**config.mk**
```make
export PLATFORM = sky130hd
export DESIGN_NAME = spf_self_prog
export DESIGN_NICKNAME = d
export VERILOG_FILES = /design/src/hdl/spf_pkg.sv /design/src/hdl/spf_readout_mux.sv /design/src/hdl/spf_write_timer.sv /design/src/hdl/spf_self_prog.sv
export SDC_FILE = /design/constraint.sdc
export NUM_CORES = 1
export LEC_CHECK = 0
export BUFFER_PORTS_ARGS = -buffer_cell sky130_fd_sc_hd__clkbuf_2
export CAP_MARGIN = 20
export CORE_AREA = 2 2 98 100
export CTS_CLUSTER_SIZE = 10
export DETAILED_ROUTE_END_ITERATION = 12
export DIE_AREA = 0 0 100 102
export GPL_ROUTABILITY_DRIVEN = 0
export PLACE_DENSITY_LB_ADDON = 0.15
export RECOVER_POWER = 25
export SLEW_MARGIN = 25
export SYNTH_ARGS = -nofsm -noshare
export SYNTH_HDL_FRONTEND = slang
export SYNTH_SLANG_ARGS = --single-unit
export TNS_END_PERCENT = 50
```
**constraint.sdc**
```tcl
create_clock -name clk_i -period 5.4 [get_ports clk_i]
set_clock_uncertainty 0.15 [all_clocks]
set_input_delay 0.54 -clock clk_i [delete_from_list [all_inputs] [get_ports clk_i]]
set_output_delay 0.54 -clock clk_i [all_outputs]
set_load 0.05 [all_outputs]
```
**src/hdl/spf_pkg.sv**
```systemverilog
// Package for the self-programming fuse, lock and signature readout block
package spf_pkg;
  // Control register bit positions
  localparam int unsigned CTL_ENABLE_BIT   = 0;
  localparam int unsigned CTL_ERASE_BIT    = 1;
  localparam int unsigned CTL_PAGE_WR_BIT  = 2;
  localparam int unsigned CTL_LOCKSEL_BIT  = 3;
  localparam int unsigned CTL_REENABLE_BIT = 4;
  localparam int unsigned CTL_SIGSEL_BIT   = 5;
  localparam int unsigned CTL_BUSY_BIT     = 6;
  localparam logic [7:0]  CTL_RESET        = 8'h00;

  // Z addresses for fuse and lock readout
  localparam logic [15:0] Z_FUSE_LOW       = 16'h0000;
  localparam logic [15:0] Z_LOCK           = 16'h0001;
  localparam logic [15:0] Z_FUSE_EXT       = 16'h0002;
  localparam logic [15:0] Z_FUSE_HIGH      = 16'h0003;

  // Z addresses for signature row
  localparam logic [15:0] Z_SIG_BYTE1      = 16'h0000;
  localparam logic [15:0] Z_SIG_CAL        = 16'h0001;
  localparam logic [15:0] Z_SIG_BYTE2      = 16'h0002;
  localparam logic [15:0] Z_SIG_BYTE3      = 16'h0004;

  // Windows in CPU cycles after the control write
  localparam logic [2:0]  LOAD_WINDOW      = 3'h3;
  localparam logic [2:0]  STORE_WINDOW     = 3'h4;

  // Flash write timing
  localparam real         CLK_MHZ          = 40.0;
  localparam real         WRITE_MIN_US     = 3700.0;
  localparam real         WRITE_MAX_US     = 4500.0;
  localparam int unsigned WRITE_MIN_CYC    = int'($ceil(WRITE_MIN_US * CLK_MHZ));
  localparam int unsigned WRITE_MAX_CYC    = int'($floor(WRITE_MAX_US * CLK_MHZ));
  localparam int unsigned WRITE_CNT_W      = 18;

  // Arbitrary neutral signature values
  localparam logic [7:0]  SIG_BYTE1_DEF    = 8'h5a;
  localparam logic [7:0]  SIG_BYTE2_DEF    = 8'h01;
  localparam logic [7:0]  SIG_BYTE3_DEF    = 8'h02;
  localparam logic [7:0]  RESERVED_READ    = 8'hff;

  typedef enum logic [1:0] {
    SPF_IDLE,
    SPF_WRITE,
    SPF_READ_WIN
  } spf_state_t;
endpackage

```
**src/hdl/spf_readout_mux.sv**
```systemverilog
// Registered selector for fuse, lock and signature readout bytes
`timescale 1ns/100ps
`default_nettype none
module spf_readout_mux (
  input  wire logic        clk_i,        // CPU clock
  input  wire logic        resetn_i,     // Async reset, active low
  input  wire logic [15:0] z_addr_i,     // Z pointer
  input  wire logic        sig_sel_i,    // Signature row selected
  input  wire logic [7:0]  fuse_low_i,   // Low fuse byte
  input  wire logic [7:0]  fuse_high_i,  // High fuse byte
  input  wire logic [7:0]  fuse_ext_i,   // Extended fuse byte
  input  wire logic [7:0]  lock_i,       // Lock bits
  input  wire logic [7:0]  osc_cal_i,    // RC calibration byte
  input  wire logic [7:0]  sig1_i,       // Signature byte 1
  input  wire logic [7:0]  sig2_i,       // Signature byte 2
  input  wire logic [7:0]  sig3_i,       // Signature byte 3
  output logic      [7:0]  data_o        // Selected byte, registered
);
  import spf_pkg::*;

  logic [7:0] data_reg;
  logic [7:0] data_next;

  // Fuse and lock bits arrive as stored: programmed cell is zero
  always_comb begin
    data_next = RESERVED_READ;
    if (sig_sel_i) begin
      unique case (z_addr_i)
        Z_SIG_BYTE1: data_next = sig1_i;
        Z_SIG_CAL:   data_next = osc_cal_i;
        Z_SIG_BYTE2: data_next = sig2_i;
        Z_SIG_BYTE3: data_next = sig3_i;
        default:     data_next = RESERVED_READ;
      endcase
    end else begin
      unique case (z_addr_i)
        Z_FUSE_LOW:  data_next = fuse_low_i;
        Z_LOCK:      data_next = lock_i;
        Z_FUSE_EXT:  data_next = fuse_ext_i;
        Z_FUSE_HIGH: data_next = fuse_high_i;
        default:     data_next = RESERVED_READ;
      endcase
    end
  end

  always_ff @(posedge clk_i or negedge resetn_i) begin
    if (!resetn_i) begin
      data_reg <= 8'h00;
    end else begin
      data_reg <= data_next;
    end
  end

  assign data_o = data_reg;
endmodule
`default_nettype wire

```
**src/hdl/spf_write_timer.sv**
```systemverilog
// Flash write duration timer, kept running through system reset
`timescale 1ns/100ps
`default_nettype none
module spf_write_timer #(
  parameter int unsigned WRITE_CYCLES = spf_pkg::WRITE_MIN_CYC // Write length
) (
  input  wire logic clk_i,       // Calibrated RC derived clock
  input  wire logic por_n_i,     // Power-on reset only, active low
  input  wire logic start_i,     // Start pulse
  output logic      busy_o       // Write in progress, registered
);
  import spf_pkg::*;

  logic [WRITE_CNT_W-1:0] cnt_reg;
  logic [WRITE_CNT_W-1:0] cnt_next;
  logic                   busy_reg;
  logic                   busy_next;

  always_comb begin
    cnt_next  = cnt_reg;
    busy_next = busy_reg;
    if (start_i && !busy_reg) begin
      cnt_next  = WRITE_CNT_W'(WRITE_CYCLES - 1);
      busy_next = 1'b1;
    end else if (busy_reg) begin
      if (cnt_reg == '0) begin
        busy_next = 1'b0;
      end else begin
        cnt_next = cnt_reg - 1'b1;
      end
    end
  end

  // Only power-on clears it, so a system reset cannot cut a write short
  always_ff @(posedge clk_i or negedge por_n_i) begin
    if (!por_n_i) begin
      cnt_reg  <= '0;
      busy_reg <= 1'b0;
    end else begin
      cnt_reg  <= cnt_next;
      busy_reg <= busy_next;
    end
  end

  assign busy_o = busy_reg;
endmodule
`default_nettype wire

```
**src/hdl/spf_self_prog.sv**
```systemverilog
// Self-programming control: timed windows, fuse/lock/signature readout, write blocking
`timescale 1ns/100ps
`default_nettype none
module spf_self_prog #(
  parameter int unsigned WRITE_CYCLES = spf_pkg::WRITE_MIN_CYC // Flash write length
) (
  input  wire logic        clk_i,           // CPU clock, 40 MHz
  input  wire logic        resetn_i,        // System reset, async, active low
  input  wire logic        por_n_i,         // Power-on reset, async, active low
  input  wire logic        ctl_wr_i,        // Control register write strobe
  input  wire logic [7:0]  ctl_wdata_i,     // Control register write data
  input  wire logic        eeprom_write_busy_i, // EEPROM write in progress
  input  wire logic        load_i,          // Program-memory load executes
  input  wire logic        store_i,         // Program-memory store executes
  input  wire logic [15:0] z_addr_i,        // Z pointer
  input  wire logic [7:0]  flash_data_i,    // Ordinary flash byte at Z
  input  wire logic [7:0]  fuse_low_byte_i, // Low fuse byte
  input  wire logic [7:0]  fuse_high_byte_i, // High fuse byte
  input  wire logic [7:0]  fuse_extended_byte_i, // Extended fuse byte
  input  wire logic [7:0]  lock_bits_i,     // Lock bits
  input  wire logic [7:0]  osc_cal_i,       // RC calibration byte
  input  wire logic [7:0]  sig1_i,          // Signature byte 1
  input  wire logic [7:0]  sig2_i,          // Signature byte 2
  input  wire logic [7:0]  sig3_i,          // Signature byte 3
  output logic      [7:0]  self_prog_control_reg_o, // Control register readback
  output logic      [7:0]  load_data_o,     // Load result, valid with load_valid_o
  output logic             load_valid_o,    // Load result pulse
  output logic             flash_write_start_o, // Start of a flash write pulse
  output logic             lock_write_o     // Lock write request pulse
);
  import spf_pkg::*;

  //////////////////////////////////////////////////////////////////////////
  // State

  spf_state_t state_reg;
  spf_state_t state_next;
  logic       lock_fuse_access_select_reg;
  logic       lock_fuse_access_select_next;
  logic       signature_read_select_reg;
  logic       signature_read_select_next;
  logic       self_prog_enable_reg;
  logic       self_prog_enable_next;
  logic       page_erase_select_reg;
  logic       page_erase_select_next;
  logic       page_write_select_reg;
  logic       page_write_select_next;
  logic       reenable_reg;
  logic       reenable_next;
  logic       section_busy_reg;
  logic       section_busy_next;
  logic [2:0] win_cnt_reg;
  logic [2:0] win_cnt_next;
  logic [7:0] load_data_reg;
  logic [7:0] load_data_next;
  logic       load_valid_reg;
  logic       load_valid_next;
  logic       wr_start_reg;
  logic       wr_start_next;
  logic       lock_wr_reg;
  logic       lock_wr_next;
  logic [7:0] ctl_out_reg;
  logic [7:0] ctl_out_next;

  logic       write_busy;
  logic [7:0] special_data;
  logic       readout_hit;
  logic       readout_hit_d;
  logic       store_open;
  logic       load_open;

  //////////////////////////////////////////////////////////////////////////
  // Helpers

  spf_readout_mux u_mux (
    .clk_i       (clk_i),
    .resetn_i    (resetn_i),
    .z_addr_i    (z_addr_i),
    .sig_sel_i   (signature_read_select_reg),
    .fuse_low_i  (fuse_low_byte_i),
    .fuse_high_i (fuse_high_byte_i),
    .fuse_ext_i  (fuse_extended_byte_i),
    .lock_i      (lock_bits_i),
    .osc_cal_i   (osc_cal_i),
    .sig1_i      (sig1_i),
    .sig2_i      (sig2_i),
    .sig3_i      (sig3_i),
    .data_o      (special_data)
  );

  // Flash write length kept on the power-on reset only
  spf_write_timer #(
    .WRITE_CYCLES (WRITE_CYCLES)
  ) u_timer (
    .clk_i   (clk_i),
    .por_n_i (por_n_i),
    .start_i (wr_start_reg),
    .busy_o  (write_busy)
  );

  // Windows count from the cycle after the control write
  assign load_open  = (state_reg == SPF_READ_WIN) && (win_cnt_reg < LOAD_WINDOW);
  assign store_open = (state_reg == SPF_READ_WIN) && (win_cnt_reg < STORE_WINDOW);
  assign readout_hit = load_open && load_i &&
                       (lock_fuse_access_select_reg || signature_read_select_reg);

  //////////////////////////////////////////////////////////////////////////
  // Control and windows

  always_comb begin
    state_next                   = state_reg;
    lock_fuse_access_select_next = lock_fuse_access_select_reg;
    signature_read_select_next   = signature_read_select_reg;
    self_prog_enable_next        = self_prog_enable_reg;
    page_erase_select_next       = page_erase_select_reg;
    page_write_select_next       = page_write_select_reg;
    reenable_next                = reenable_reg;
    section_busy_next            = section_busy_reg;
    win_cnt_next                 = win_cnt_reg;
    wr_start_next                = 1'b0;
    lock_wr_next                 = 1'b0;
    unique case (state_reg)
      SPF_IDLE: begin
        // Control writes while EEPROM busy are dropped outright; a write that
        // survived a system reset also keeps new commands out until it ends
        if (ctl_wr_i && !eeprom_write_busy_i && !write_busy &&
            ctl_wdata_i[CTL_ENABLE_BIT]) begin
          self_prog_enable_next        = 1'b1;
          lock_fuse_access_select_next = ctl_wdata_i[CTL_LOCKSEL_BIT];
          signature_read_select_next   = ctl_wdata_i[CTL_SIGSEL_BIT];
          page_erase_select_next       = ctl_wdata_i[CTL_ERASE_BIT];
          page_write_select_next       = ctl_wdata_i[CTL_PAGE_WR_BIT];
          reenable_next                = ctl_wdata_i[CTL_REENABLE_BIT];
          win_cnt_next                 = 3'h0;
          state_next                   = SPF_READ_WIN;
        end
      end
      SPF_READ_WIN: begin
        win_cnt_next = win_cnt_reg + 3'h1;
        if (readout_hit) begin
          state_next = SPF_IDLE;
        end else if (store_open && store_i && !signature_read_select_reg) begin
          if (reenable_reg) begin
            section_busy_next = 1'b0;
            state_next        = SPF_IDLE;
          end else begin
            wr_start_next = page_erase_select_reg || page_write_select_reg ||
                            lock_fuse_access_select_reg;
            lock_wr_next  = lock_fuse_access_select_reg;
            if (page_erase_select_reg || page_write_select_reg) begin
              section_busy_next = 1'b1;
            end
            state_next = SPF_WRITE;
          end
        end else if (signature_read_select_reg || lock_fuse_access_select_reg) begin
          // Readout windows close after the load window, or the store window
          if (signature_read_select_reg && win_cnt_reg >= LOAD_WINDOW - 3'h1) begin
            state_next = SPF_IDLE;
          end else if (win_cnt_reg >= STORE_WINDOW - 3'h1) begin
            state_next = SPF_IDLE;
          end
        end else if (win_cnt_reg >= STORE_WINDOW - 3'h1) begin
          state_next = SPF_IDLE;
        end
        if (state_next == SPF_IDLE) begin
          self_prog_enable_next        = 1'b0;
          lock_fuse_access_select_next = 1'b0;
          signature_read_select_next   = 1'b0;
          page_erase_select_next       = 1'b0;
          page_write_select_next       = 1'b0;
          reenable_next                = 1'b0;
        end
      end
      SPF_WRITE: begin
        // Enable stays high until the timed write ends
        if (!wr_start_reg && !write_busy) begin
          state_next                   = SPF_IDLE;
          self_prog_enable_next        = 1'b0;
          lock_fuse_access_select_next = 1'b0;
          page_erase_select_next       = 1'b0;
          page_write_select_next       = 1'b0;
        end
      end
    endcase
  end

  //////////////////////////////////////////////////////////////////////////
  // Load path and readback

  always_comb begin
    load_valid_next = readout_hit_d || load_i;
    load_data_next  = flash_data_i;
    ctl_out_next    = CTL_RESET;
    // Enable reads set while a write runs on past a system reset
    ctl_out_next[CTL_ENABLE_BIT]   = self_prog_enable_next || write_busy;
    ctl_out_next[CTL_ERASE_BIT]    = page_erase_select_next;
    ctl_out_next[CTL_PAGE_WR_BIT]  = page_write_select_next;
    ctl_out_next[CTL_LOCKSEL_BIT]  = lock_fuse_access_select_next;
    ctl_out_next[CTL_REENABLE_BIT] = reenable_next;
    ctl_out_next[CTL_SIGSEL_BIT]   = signature_read_select_next;
    ctl_out_next[CTL_BUSY_BIT]     = section_busy_next;
  end

  // Special byte arrives one cycle after the load, from the mux register
  always_ff @(posedge clk_i or negedge resetn_i) begin
    if (!resetn_i) begin
      readout_hit_d <= 1'b0;
    end else begin
      readout_hit_d <= readout_hit;
    end
  end

  always_ff @(posedge clk_i or negedge resetn_i) begin
    if (!resetn_i) begin
      state_reg                   <= SPF_IDLE;
      lock_fuse_access_select_reg <= 1'b0;
      signature_read_select_reg   <= 1'b0;
      self_prog_enable_reg        <= 1'b0;
      page_erase_select_reg       <= 1'b0;
      page_write_select_reg       <= 1'b0;
      reenable_reg                <= 1'b0;
      section_busy_reg            <= 1'b0;
      win_cnt_reg                 <= 3'h0;
      wr_start_reg                <= 1'b0;
      lock_wr_reg                 <= 1'b0;
      load_valid_reg              <= 1'b0;
      load_data_reg               <= 8'h00;
      ctl_out_reg                 <= CTL_RESET;
    end else begin
      state_reg                   <= state_next;
      lock_fuse_access_select_reg <= lock_fuse_access_select_next;
      signature_read_select_reg   <= signature_read_select_next;
      self_prog_enable_reg        <= self_prog_enable_next;
      page_erase_select_reg       <= page_erase_select_next;
      page_write_select_reg       <= page_write_select_next;
      reenable_reg                <= reenable_next;
      section_busy_reg            <= section_busy_next;
      win_cnt_reg                 <= win_cnt_next;
      wr_start_reg                <= wr_start_next;
      lock_wr_reg                 <= lock_wr_next;
      load_valid_reg              <= load_valid_next && !readout_hit;
      if (readout_hit_d) begin
        load_data_reg <= special_data;
      end else if (load_i && !readout_hit) begin
        load_data_reg <= load_data_next;
      end
      ctl_out_reg                 <= ctl_out_next;
    end
  end

  assign self_prog_control_reg_o = ctl_out_reg;
  assign load_data_o             = load_data_reg;
  assign load_valid_o            = load_valid_reg;
  assign flash_write_start_o     = wr_start_reg;
  assign lock_write_o            = lock_wr_reg;
endmodule
`default_nettype wire

```
==> flow_summary_export.csv <==
group,metric,value,unit
timing,setup_violations,0,
synthesis,yosysTopAreaCell,"dfrtp_1",
layout,final_cell_mix,"116 x clkbuf_2, 52 x dfrtp_1, 34 x nor2_1, 26 x mux2_2, 20 x a21oi_1",
layout,layout.nets,528,
setup_path,cp.required,5.44,ns
setup_path,worstPathMaxFanout,12,
setup_path,path_buf_inv,1,
clocking,postCtsResizedCells,0,
power,peakVddDrop,0.155,mV
floorplanning,core.rowCount,35,
synthesis,syn_area_per_cell,9.93,um2
setup_path,crit_slowest_cell,"o41ai_2",
layout,drive_above_1_share,38.3,%
detailed_routing,wl_per_cell,14.8,um
timing,worst_slew_pin_slew,1.80,ns
grt,antenna_found_initial,0,
detailed_routing,initialDrtViolationCount,61,
detailed_routing,drc_errors,0,
timing,fin_crit_sh,50.6,%
placement,io_buffer_count,118,
synthesis,synth-edff-count,0,
setup_path,path_depth,6,
clocking,cts_tree,"done",
setup_path,worstSetupEndpointType,"flip-flop",
setup_path,worst-setup-path-type,"reg -> reg",
status,violations,"max-capacitance violations, max-slew violations",
floorplanning,coreArea,9110,um2
detailed_routing,totalWireLength,7.85,mm
power,power_per_cell_area,422,nW/um2
clocking,clkTransAtPathRegs,0.10,ns
clocking,clock_latency,0.31,ns
layout,largest_register_ff_count,18,
flow_run,drv_cap,1,
grt,grt_first_pass_wirelength,13.0,mm
clocking,cts_root_buf,"clkbuf_8",
layout,fin_util,42.3,%
setup_path,worstSetupStartpointType,"flip-flop",
setup_path,cp_cell_sequence,"inv_1 > ha_1 > or4b_1 > o41ai_2 > nand2_1 > mux2_2",
placement,dpl.hpwl,6.09,mm
grt,grtUsageTotal,15.7,%
detailed_routing,antenna_left,0,
timing,rsz0062_at_grt,"false",
synthesis,synth_top_flop_cell,"dfrtp_1",
setup_path,crit_family,"compound AO/OA/AOI/OAI gates",
synthesis,ys_top_cells_by_area,"dfrtp_1 42%, mux2_2 9.4%, mux2i_1 4.5%, nor2_1 4.1%, a221oi_1 3.9%",
timing,slew_viol_final,34,
detailed_routing,vias_per_cell,5.20,
layout,final_common_cell,"clkbuf_2",
floorplanning,boundaryPins,122,
synthesis,syn_inst,314,
setup_path,reg2regPathDepth,6,
synthesis,seq_area_frac_synth,41.7,%
synthesis,synth_cell_type_count,53,
clocking,cts_max_path_buffers,2,
synthesis,async_flop_share,100,%
timing,tns,0,ns
layout,num_antenna_cells,0,
setup_path,max_stage_delay,0.86,ns
synthesis,synth_fp_nets,423,
grt,grt_max_degree,34,
clocking,cts.sinks,52,
layout,area_delta_synth_final,23.5,%
detailed_routing,drt-pass1-iter-count,4,
setup_path,cp.arrival,2.77,ns
setup_path,cp-startpoint,"u_timer.cnt_reg[0]$_DFFE_PN0P_",
clocking,cts-buffers-inserted,5,
synthesis,synthesis.area,3120,um2
floorplanning,dieArea,10200,um2
min_path,hold_path.class,"in -> async",
grt,grt_overflow_total,0,
grt,grt_pass1_vias,2761,
clocking,cts_hold_buffers,0,
synthesis,ys_warn_count,0,
timing,min_period,2.73,ns
clocking,htree_levels,2,
power,power_leakage,1.76,nW
setup_path,timing.rr.start,"u_timer.cnt_reg[0]$_DFFE_PN0P_",
synthesis,synth_top_cell_area_share,41.7,%
timing,finalHoldViolCount,0,
floorplanning,die_w,100,um
floorplanning,initial_core_util,34.2,%
synthesis,ys_ff_latch,52,
detailed_routing,vias,2759,
clocking,postCtsSetupBuffers,0,
timing,timing.fmax,366,MHz
status,status,"finished with violations",
floorplanning,die_y,102,um
timing,relSlewSlack,-20.2,%
## cell usage after synthesis (2+ instances only)
| master | count |
|---|---|
| dfrtp_1 | 52 |
| nor2_1 | 34 |
| mux2_2 | 26 |
| a21oi_1 | 20 |
| nand3_1 | 18 |
| a221oi_1 | 14 |
| mux2i_1 | 14 |
| nand2_1 | 14 |
| o21ai_0 | 13 |
| inv_1 | 8 |
| buf_4 | 7 |
| nor3_1 | 7 |
| buf_2 | 6 |
| clkbuf_1 | 6 |
| ha_1 | 6 |
| or4_1 | 5 |
| nand2b_1 | 4 |
| o211ai_1 | 4 |
| or3_1 | 4 |
| o31ai_1 | 3 |
| xnor2_1 | 3 |
| a211o_1 | 2 |
| a221oi_2 | 2 |
| a22o_1 | 2 |
| buf_1 | 2 |
| nand4bb_1 | 2 |
| nor2b_1 | 2 |
| nor4_1 | 2 |
| nor4_4 | 2 |
| nor4b_1 | 2 |
| o21a_1 | 2 |
| o311ai_0 | 2 |
| o41ai_1 | 2 |
| or2_2 | 2 |
| or4_4 | 2 |
## kinds of logic (layout without fill, tap and decap cells)
kind of cell | Yosys count | in the layout | share of synthesized area (%)
other | 1 | 1 | 0.120
flip-flops | 52 | 52 | 41.7
AO/OA/AOI/OAI | 77 | 77 | 17.9
AND/OR/NAND/NOR | 106 | 106 | 18.6
buffers and inverters | 29 | 135 | 4.57
adder cells (fa/ha/maj) | 6 | 6 | 2.41
XOR/XNOR | 3 | 3 | 0.843
multiplexers | 40 | 40 | 13.9
## per-layer routing
metal | vias to the layer above | global-route usage [%] | share of wire [%]
met4 | 0 | 3.79 | 1.3
met1 | 1259 | 20.2 | 44
met5 | - | 0 | 0
met2 | 107 | 26.8 | 47
met3 | 9 | 4.04 | 7.0
li1 | 1384 | - | -
## report_power, final
part           switching (mW)  internal (mW)
registers               0.132          0.509
logic                   0.442          0.275
clock network           0.129          0.137
total                   0.703          0.921
## worst paths after layout
kind,slack [ns],endpoint
max in group asynchronous,3.51,load_data_o[6]$_DFFE_PN0P_
worst max register to register,2.67,u_timer.cnt_reg[0]$_DFFE_PN0P_
worst min-delay path,0.24,u_timer.cnt_reg[12]$_DFFE_PN0P_
worst max-delay path,2.67,u_timer.cnt_reg[0]$_DFFE_PN0P_
min in group clk_i,0.30,self_prog_control_reg_o[4]$_DFFE_PN0P_
worst min register to register,0.36,u_timer.cnt_reg[16]$_DFFE_PN0P_
## final cells by class
type | count | area, um2
clock buffers | 5 | 68.8
clock inverters | 3 | 42.5
fillers | 920 | 5260
inverters | 8 | 30.0
multi-input cells | 233 | 1680
flip-flops and latches | 52 | 1300
well taps | 111 | 139
repair buffers | 119 | 596
## per-stage QoR
stage	area, um2	instances	power, mW	setup slack [ns]	hold slack (ns)
2_1_floorplan	3120	314	1.19	2.93	0.0944
3_3_place_gp	3740	523	1.36	2.65	0.331
3_5_place_dp	3740	523	1.37	2.64	0.347
4_1_cts	3850	531	1.65	2.71	0.0373
5_1_grt	3850	531	1.76	2.47	0.299
6_report	3850	531	1.62	2.67	0.242
Note: power is estimated with default switching activity, not from simulation.
